$ cat src/bpq_table_map.svh
// Offsets, field positions and constant contents of the burst and partition query table
`ifndef BPQ_TABLE_MAP_SVH
`define BPQ_TABLE_MAP_SVH

// Bus widths
`define BPQ_ADDR_W              9
`define BPQ_DATA_W              16

// Query locations
`define BPQ_OFF_SYNC_FIELD_NUM  9'h128
`define BPQ_OFF_BURST_CAP_ONE   9'h129
`define BPQ_OFF_BURST_CAP_TWO   9'h12a
`define BPQ_OFF_BURST_CAP_THREE 9'h12b
`define BPQ_OFF_BURST_CAP_FOUR  9'h12c
`define BPQ_OFF_PART_REGIONS    9'h12d
`define BPQ_OFF_REGION_SIZE_LO  9'h12e
`define BPQ_OFF_REGION_SIZE_HI  9'h12f
`define BPQ_OFF_IDENT_PART_LO   9'h130
`define BPQ_OFF_IDENT_PART_HI   9'h131
`define BPQ_OFF_LOCAL_LIMITS    9'h132
`define BPQ_OFF_DURING_PROGRAM  9'h133
`define BPQ_OFF_DURING_ERASE    9'h134
`define BPQ_OFF_ERASE_REGIONS   9'h135
`define BPQ_OFF_GEOMETRY_B0     9'h136
`define BPQ_OFF_GEOMETRY_B1     9'h137
`define BPQ_OFF_GEOMETRY_B2     9'h138
`define BPQ_OFF_GEOMETRY_B3     9'h139

// Local control, status and derived partition size locations
`define BPQ_OFF_CONTROL         9'h1f0
`define BPQ_OFF_STATUS          9'h1f1
`define BPQ_OFF_PART_BYTES_B0   9'h1f2
`define BPQ_OFF_PART_BYTES_B1   9'h1f3
`define BPQ_OFF_PART_BYTES_B2   9'h1f4
`define BPQ_OFF_PART_BYTES_B3   9'h1f5

// Field positions
`define BPQ_CAP_CODE_MSB        2
`define BPQ_NIB_PROG_MSB        3
`define BPQ_NIB_ERASE_LSB       4
`define BPQ_GEO_COUNT_MSB       15
`define BPQ_GEO_SIZE_LSB        16
`define BPQ_BLOCK_UNIT_SHIFT    8
`define BPQ_CTRL_ENABLE_BIT     0
`define BPQ_STAT_REJECT_BIT     0

// Table contents
`define BPQ_VAL_SYNC_FIELD_NUM  8'h04
`define BPQ_VAL_BURST_CAP_ONE   8'h01
`define BPQ_VAL_BURST_CAP_TWO   8'h02
`define BPQ_VAL_BURST_CAP_THREE 8'h03
`define BPQ_VAL_BURST_CAP_FOUR  8'h07
`define BPQ_VAL_PART_REGIONS    8'h01
`define BPQ_VAL_REGION_SIZE     16'h0018
`define BPQ_VAL_IDENT_PART      16'h0008
`define BPQ_VAL_LOCAL_LIMITS    8'h11
`define BPQ_VAL_DURING_PROGRAM  8'h01
`define BPQ_VAL_DURING_ERASE    8'h11
`define BPQ_VAL_ERASE_REGIONS   8'h01
`define BPQ_VAL_BLOCK_COUNT_M1  16'h003f
`define BPQ_VAL_BLOCK_SIZE_Z    16'h0200
`define BPQ_CODE_CONTINUOUS     3'h7

// Reset values
`define BPQ_RST_CONTROL         8'h01
`define BPQ_RST_READ_DATA       16'h0000

`endif

$ cat src/bpq_table_pkg.sv
// Types shared by the burst and partition query table
package bpq_table_pkg;

	// Register state of the table front end
	typedef struct packed {
		logic [15:0] rdData;
		logic        tableEnable;
		logic        writeRejected;
	} bpq_state_t;

endpackage

$ cat src/bpq_query_table.sv
// Read-only burst and partition query table behind a plain register port
//
// Functional notes
// - Location 128 reports four capability entries follow
// - Entry low three bits code burst length
// - Code seven means continuous linear bursting
// - First capability entry reads code one
// - Second capability entry reads code two
// - Third capability entry reads code three
// - Fourth capability entry reads code seven
// - Partition region count; zero means single
// - Two-byte region description size, self-inclusive
// - Two-byte identical partition count
// - Per-partition program/erase limits by nibble
// - Other-partition limits while this one programs
// - Other-partition limits while this one erases
// - Erase region count; zero means bulk erase
// - Partition size equals sum count times size
// - Geometry low half y, y+1 blocks
// - Geometry high half z, z*256 bytes
`timescale 1ns/1ps
`default_nettype none
`include "bpq_table_map.svh"

module bpq_query_table
(
	// Clock and reset
	input  wire logic                    clock,
	input  wire logic                    srst,
	// Register port
	input  wire logic [`BPQ_ADDR_W-1:0]  addr,
	input  wire logic [`BPQ_DATA_W-1:0]  wrData,
	input  wire logic                    wrStrobe,
	input  wire logic                    rdStrobe,
	output logic      [`BPQ_DATA_W-1:0]  rdData
);

	// Erase block geometry field, count in the low half and size in the high half
	localparam logic [31:0] GEOMETRY = {`BPQ_VAL_BLOCK_SIZE_Z, `BPQ_VAL_BLOCK_COUNT_M1};

	// Two-location fields and the control reset value, held as sized constants so they can be sliced
	localparam logic [15:0] REGION_SIZE = `BPQ_VAL_REGION_SIZE;
	localparam logic [15:0] IDENT_PART  = `BPQ_VAL_IDENT_PART;
	localparam logic [7:0]  RST_CONTROL = `BPQ_RST_CONTROL;

	// Partition size from the single erase block type: (y+1) * z * 256 bytes
	localparam logic [31:0] PART_BYTES =
		(({16'h0000, `BPQ_VAL_BLOCK_COUNT_M1} + 32'h0000_0001) * {16'h0000, `BPQ_VAL_BLOCK_SIZE_Z})
		<< `BPQ_BLOCK_UNIT_SHIFT;

	bpq_table_pkg::bpq_state_t stateReg;
	bpq_table_pkg::bpq_state_t stateNext;

	// Constant table contents by location; unmapped locations give zero
	function automatic logic [7:0] tableByte(input logic [`BPQ_ADDR_W-1:0] a);
		logic [7:0] b;
		b = 8'h00;
		case (a)
			`BPQ_OFF_SYNC_FIELD_NUM:  b = `BPQ_VAL_SYNC_FIELD_NUM;
			`BPQ_OFF_BURST_CAP_ONE:   b = `BPQ_VAL_BURST_CAP_ONE;
			`BPQ_OFF_BURST_CAP_TWO:   b = `BPQ_VAL_BURST_CAP_TWO;
			`BPQ_OFF_BURST_CAP_THREE: b = `BPQ_VAL_BURST_CAP_THREE;
			`BPQ_OFF_BURST_CAP_FOUR:  b = `BPQ_VAL_BURST_CAP_FOUR;
			`BPQ_OFF_PART_REGIONS:    b = `BPQ_VAL_PART_REGIONS;
			`BPQ_OFF_REGION_SIZE_LO:  b = REGION_SIZE[7:0];
			`BPQ_OFF_REGION_SIZE_HI:  b = REGION_SIZE[15:8];
			`BPQ_OFF_IDENT_PART_LO:   b = IDENT_PART[7:0];
			`BPQ_OFF_IDENT_PART_HI:   b = IDENT_PART[15:8];
			`BPQ_OFF_LOCAL_LIMITS:    b = `BPQ_VAL_LOCAL_LIMITS;
			`BPQ_OFF_DURING_PROGRAM:  b = `BPQ_VAL_DURING_PROGRAM;
			`BPQ_OFF_DURING_ERASE:    b = `BPQ_VAL_DURING_ERASE;
			`BPQ_OFF_ERASE_REGIONS:   b = `BPQ_VAL_ERASE_REGIONS;
			`BPQ_OFF_GEOMETRY_B0:     b = GEOMETRY[7:0];
			`BPQ_OFF_GEOMETRY_B1:     b = GEOMETRY[15:8];
			`BPQ_OFF_GEOMETRY_B2:     b = GEOMETRY[23:16];
			`BPQ_OFF_GEOMETRY_B3:     b = GEOMETRY[31:24];
			default:                  b = 8'h00;
		endcase
		return b;
	endfunction

	// True for a location that belongs to the constant table
	function automatic logic isTableAddr(input logic [`BPQ_ADDR_W-1:0] a);
		return (a >= `BPQ_OFF_SYNC_FIELD_NUM) && (a <= `BPQ_OFF_GEOMETRY_B3);
	endfunction

	// Local control, status and derived partition size locations
	function automatic logic [7:0] localByte(
		input logic [`BPQ_ADDR_W-1:0] a,
		input bpq_table_pkg::bpq_state_t s
	);
		logic [7:0] b;
		b = 8'h00;
		case (a)
			`BPQ_OFF_CONTROL:       b = {7'h00, s.tableEnable};
			`BPQ_OFF_STATUS:        b = {7'h00, s.writeRejected};
			`BPQ_OFF_PART_BYTES_B0: b = PART_BYTES[7:0];
			`BPQ_OFF_PART_BYTES_B1: b = PART_BYTES[15:8];
			`BPQ_OFF_PART_BYTES_B2: b = PART_BYTES[23:16];
			`BPQ_OFF_PART_BYTES_B3: b = PART_BYTES[31:24];
			default:                b = 8'h00;
		endcase
		return b;
	endfunction

	// Next state: read data for one cycle only, control write, sticky reject flag
	always_comb
	begin
		stateNext = stateReg;
		stateNext.rdData = `BPQ_RST_READ_DATA;
		if (rdStrobe)
		begin
			if (isTableAddr(addr))
			begin
				// Byte on low lines, upper lines zero; disabled table reads zero
				stateNext.rdData = stateReg.tableEnable ? {8'h00, tableByte(addr)} : 16'h0000;
			end
			else
			begin
				stateNext.rdData = {8'h00, localByte(addr, stateReg)};
			end
		end
		if (wrStrobe)
		begin
			if (addr == `BPQ_OFF_CONTROL)
			begin
				stateNext.tableEnable = wrData[`BPQ_CTRL_ENABLE_BIT];
			end
			// Writing one clears the flag
			if ((addr == `BPQ_OFF_STATUS) && wrData[`BPQ_STAT_REJECT_BIT])
			begin
				stateNext.writeRejected = 1'b0;
			end
			// Table writes are dropped and only noted; set wins over clear
			if (isTableAddr(addr))
			begin
				stateNext.writeRejected = 1'b1;
			end
		end
	end

	// State register
	always_ff @(posedge clock)
	begin
		if (srst)
		begin
			stateReg.rdData        <= `BPQ_RST_READ_DATA;
			stateReg.tableEnable   <= RST_CONTROL[`BPQ_CTRL_ENABLE_BIT];
			stateReg.writeRejected <= 1'b0;
		end
		else
		begin
			stateReg <= stateNext;
		end
	end

	// Outputs straight from the state flops
	assign rdData = stateReg.rdData;

endmodule // bpq_query_table
`default_nettype wire

$ cat config.mk
export PLATFORM = sky130hd
export DESIGN_NAME = bpq_query_table
export DESIGN_NICKNAME = d
export VERILOG_FILES = /design/src/bpq_table_pkg.sv /design/src/bpq_query_table.sv
export VERILOG_INCLUDE_DIRS = /design/src
export SDC_FILE = /design/constraint.sdc
export NUM_CORES = 1
export LEC_CHECK = 0
export ABC_AREA = 1
export BUFFER_PORTS_ARGS = -buffer_cell sky130_fd_sc_hd__buf_2
export CAP_MARGIN = 20
export CORE_MARGIN = 1.5
export CORE_UTILIZATION = 38
export DETAILED_ROUTE_END_ITERATION = 10
export GPL_TIMING_DRIVEN = 0
export PLACE_DENSITY = 0.75
export SLEW_MARGIN = 20
export SYNTH_ARGS = -nofsm -noshare
export SYNTH_HDL_FRONTEND = slang
export SYNTH_SLANG_ARGS = --single-unit
$ cat constraint.sdc
create_clock -name clock -period 0.8 [get_ports clock]
set_input_delay 0.08 -clock clock [delete_from_list [all_inputs] [get_ports clock]]
set_output_delay 0.08 -clock clock [all_outputs]
set_load 0.02 [all_outputs]
==> summary by stage <==
Cells and area
After the last flow step, the layout net total stands at 178. At the end of the flow the core is filled with cells to 56.95%. The final standard cell count with taps included and fillers excluded is 173. Leaving out fill and tap cells, the most frequent cell in the layout is sky130_fd_sc_hd__nand2_1. Relative to the synthesized area, the layout overhead comes to 36.80%. The number of filler cells placed in the layout is 191. In the layout the commonest cells are 26 x sky130_fd_sc_hd__nand2_1, 12 x sky130_fd_sc_hd__nand3_1, 12 x sky130_fd_sc_hd__buf_2, 11 x sky130_fd_sc_hd__nor2_1, 11 x sky130_fd_sc_hd__buf_4. The fraction of layout cells with a size suffix above 1 is 41.22%. The repair_antennas step left the layout with diodes totalling 0.

Floorplan
The die boundary width is 46.97 um. The overall die height is 46.97 um. The effective utilization at floorplan is 41.63%.

For this design the top-level I/O count stands at 45. The standard-cell row count is 15. After floorplanning, the core was sized to cover 1764 um2.

The die covers 2206 um2.

Power and ir drop
The reported leakage power is 0.5027 nW. The peak supply drop is 0.7078 mV. Power spread over the standard cell area amounts to 1044 nW/um2.

STA
The count of pins over their slew limit is 0. The setup clock skew after layout is 0.01352 ns. The setup slack of the critical path after layout is -0.01432 ns. The top achievable clock speed is 1228 MHz. The hold violation count in the final report is 0. Setup violations remaining at the end of the flow were counted as 4.

Setup repair after global routing could not meet its margin everywhere. The ratio of final minimum period to clock period is 101.8%. The smallest clock period supported by the final layout is computed as 0.8143 ns.

Critical path
The maximum net fanout on the critical path is 2. The worst reg2reg path endpoint is rdData[0]. The launch point of the critical path is stateReg[1].

The setup path with the least slack is of type reg -> reg. The slack of the worst reg-to-reg path is -0.01 ns. Counting cells, the worst reg-to-reg path comes to 5. The category of the worst setup path launch point is a flip-flop. Data arrives at the worst endpoint at 0.96 ns. The worst setup path is captured at a flip-flop.

The startpoint of the worst register-to-register path is stateReg[1]. For the worst setup path, the data required time is 0.95 ns.

Route
Using the TritonRoute via totals, the vias-per-cell ratio works out to 4.549. The post-detailed-route DRC marker count is 0. After detailed routing, no signal wire sits above met3. The via count is 787.

The wire length on met1 is 622 um. The first detailed-routing pass ran for 4 iterations. For this block, the initial DRC count from the detailed router was 35. Summed over all layers, the routed wires come to 1.570 mm.

The met3 layer wire length in the routed design is 95 um. Dividing the detail-routed wire length by the instance count gives 9.075 um. Detailed routing placed a total of 852 um of wire on met2.

The count of nets left with antenna violations once routing finished came out at 0.

Place
The HPWL after detailed placement is 1.295 mm. Routability-driven placement finished with a final weighted congestion of 0.8588. Port buffering added 20 buffers.

Counting tap cells, the placed design contains a total of 173 instances.

Logic synthesis
The sequential fraction of the synthesis area is 24.53%. The synthesized area is 734.5 um2. A synthesized cell averages 6.120 um2. The synthesized instance count is 120. The number of distinct standard cells referenced by the synthesized netlist is 17. The warning count from the yosys run is 0. The synthesized design contains 9 register bits.

Hold path
The path class of the tightest hold or removal check is in -> reg. Counting instances, the worst hold path has a depth of 3. The end point of the worst hold path is stateReg[1].

The worst hold path startpoint is srst.

Clocking
The total clock buffers created by CTS is 3. The tree built by TritonCTS fans out to 9 sinks. The number of H-tree levels is 1. The clock input transition at the sequential cells of the worst setup and hold paths is 0.07 ns.

The clock passes through at most 2 buffers. The clock tree root buffer cell is sky130_fd_sc_hd__clkbuf_4. The clock reaches the later pin of the worst-skew pair after 0.26 ns. TritonCTS built the clock tree.

GRT
The largest net degree at the start of global routing is 8. The initial antenna violation count is 0. The via count of the first global-routing pass is 677. Global routing used 16.30% of the available tracks across all layers. The global-route wire length before repair is 2.608 mm. The aggregate global routing overflow is 0.

Status
The final reports fail on negative setup slack. The run finished, with violations left.

Flow run
The max-cap check violation count is 0.
power by group:
group / internal [mW] / switching (mW) / leakage, nW / total (mW)
clock network: 0.192 / 0.155 / 0.0150 / 0.347
logic: 0.0912 / 0.162 / 0.414 / 0.253
registers: 0.449 / 0.000377 / 0.0741 / 0.449
cells by family (layout without fill, tap and decap cells):
logic type | count (synthesis) | in the layout | share of synthesized area [%]
AO/OA/AOI/OAI | 6 | 6 | 4.429
buffers and inverters | 31 | 51 | 24.02
flip-flops | 9 | 9 | 24.53
AND/OR/NAND/NOR | 73 | 73 | 46.51
other | 1 | 9 | 0.5106
what timing repair did:
| item | 4_1_cts | 5_1_grt |
|---|---|---|
| resized for setup | 16 | 13 |
| pin swaps | 2 | 3 |
| buffers inserted | 0 | 2 |
| hold buffers | 1 | 0 |
| endpoints found under the setup margin | 13 | 13 |
| endpoints found under the hold margin | 1 | 0 |
cells in the mapped netlist:
library cell | instances | area, um2
sky130_fd_sc_hd__a21oi_1 | 5 | 25.02
sky130_fd_sc_hd__buf_4 | 16 | 120.1
sky130_fd_sc_hd__conb_1 | 1 | 3.750
sky130_fd_sc_hd__dfxtp_1 | 9 | 180.2
sky130_fd_sc_hd__inv_1 | 11 | 41.29
sky130_fd_sc_hd__inv_2 | 4 | 15.01
sky130_fd_sc_hd__nand2_1 | 28 | 105.1
sky130_fd_sc_hd__nand2_2 | 1 | 6.260
sky130_fd_sc_hd__nand3_1 | 12 | 60.06
sky130_fd_sc_hd__nand4_1 | 5 | 31.28
sky130_fd_sc_hd__nor2_1 | 18 | 67.56
sky130_fd_sc_hd__nor2_2 | 4 | 25.02
sky130_fd_sc_hd__nor2_4 | 2 | 22.52
sky130_fd_sc_hd__nor3_1 | 1 | 5.000
sky130_fd_sc_hd__nor3b_2 | 1 | 12.51
sky130_fd_sc_hd__nor4_1 | 1 | 6.260
sky130_fd_sc_hd__o21a_1 | 1 | 7.510
through the flow:
stage	hold slack [ns]	power, mW	cell area [um2]	worst slack (ns)	setup TNS [ns]
after global routing	0.05029	1.108	1005	-0.08063	-0.4042
final	0.04097	1.049	1005	-0.01432	-0.03876
after floorplan	0.1491	0.6164	789.5	0.007875	0
after CTS	0.03427	1.045	952.2	-0.01315	-0.03617
after global placement	0.2519	0.6848	920.9	-0.2553	-1.943
after detailed placement	0.2591	0.6913	920.9	-0.2759	-2.085
worst max-delay path, cell delays in order, from the launching register on:
cell	delay [ns]
sky130_fd_sc_hd__dfxtp_2	0.33
sky130_fd_sc_hd__buf_4	0.13
sky130_fd_sc_hd__nand3_1	0.07
sky130_fd_sc_hd__nand2_1	0.06
sky130_fd_sc_hd__nand3_1	0.06
sky130_fd_sc_hd__nand2_1	0.05
area by class of cell:
class / instances / area (um2) / share of cell area [%]
Buffer: 9 / 67.56 / 6.725
Clock buffer: 4 / 26.28 / 2.615
Inverter: 15 / 56.30 / 5.604
Multi-Input combinational cell: 88 / 465.4 / 46.33
Sequential cell: 9 / 186.4 / 18.56
Tap cell: 25 / 31.28 / 3.113
Timing Repair Buffer: 23 / 171.4 / 17.06
worst max-delay path by stage:
stage / endpoint / depth (start not counted) / slack, ns
after floorplan: rdData[3] / 9 / 0.008
after global placement: rdData[3] / 10 / -0.26
after detailed placement: rdData[0] / 8 / -0.28
after CTS: rdData[3] / 4 / -0.01
after global routing: rdData[1] / 4 / -0.08
final: rdData[0] / 5 / -0.01
sequential cells by signal, indices dropped and copies added (netlist names):
name	flops
rdData	7
stateReg	2
metal layers:
layer  vias up  GRT usage (%)
met5         -              0
met4         0          1.667
met3         0          5.769
met2        25          29.86
met1       347          18.79
li1        415              -
Note: power is estimated with default switching activity, not from simulation.
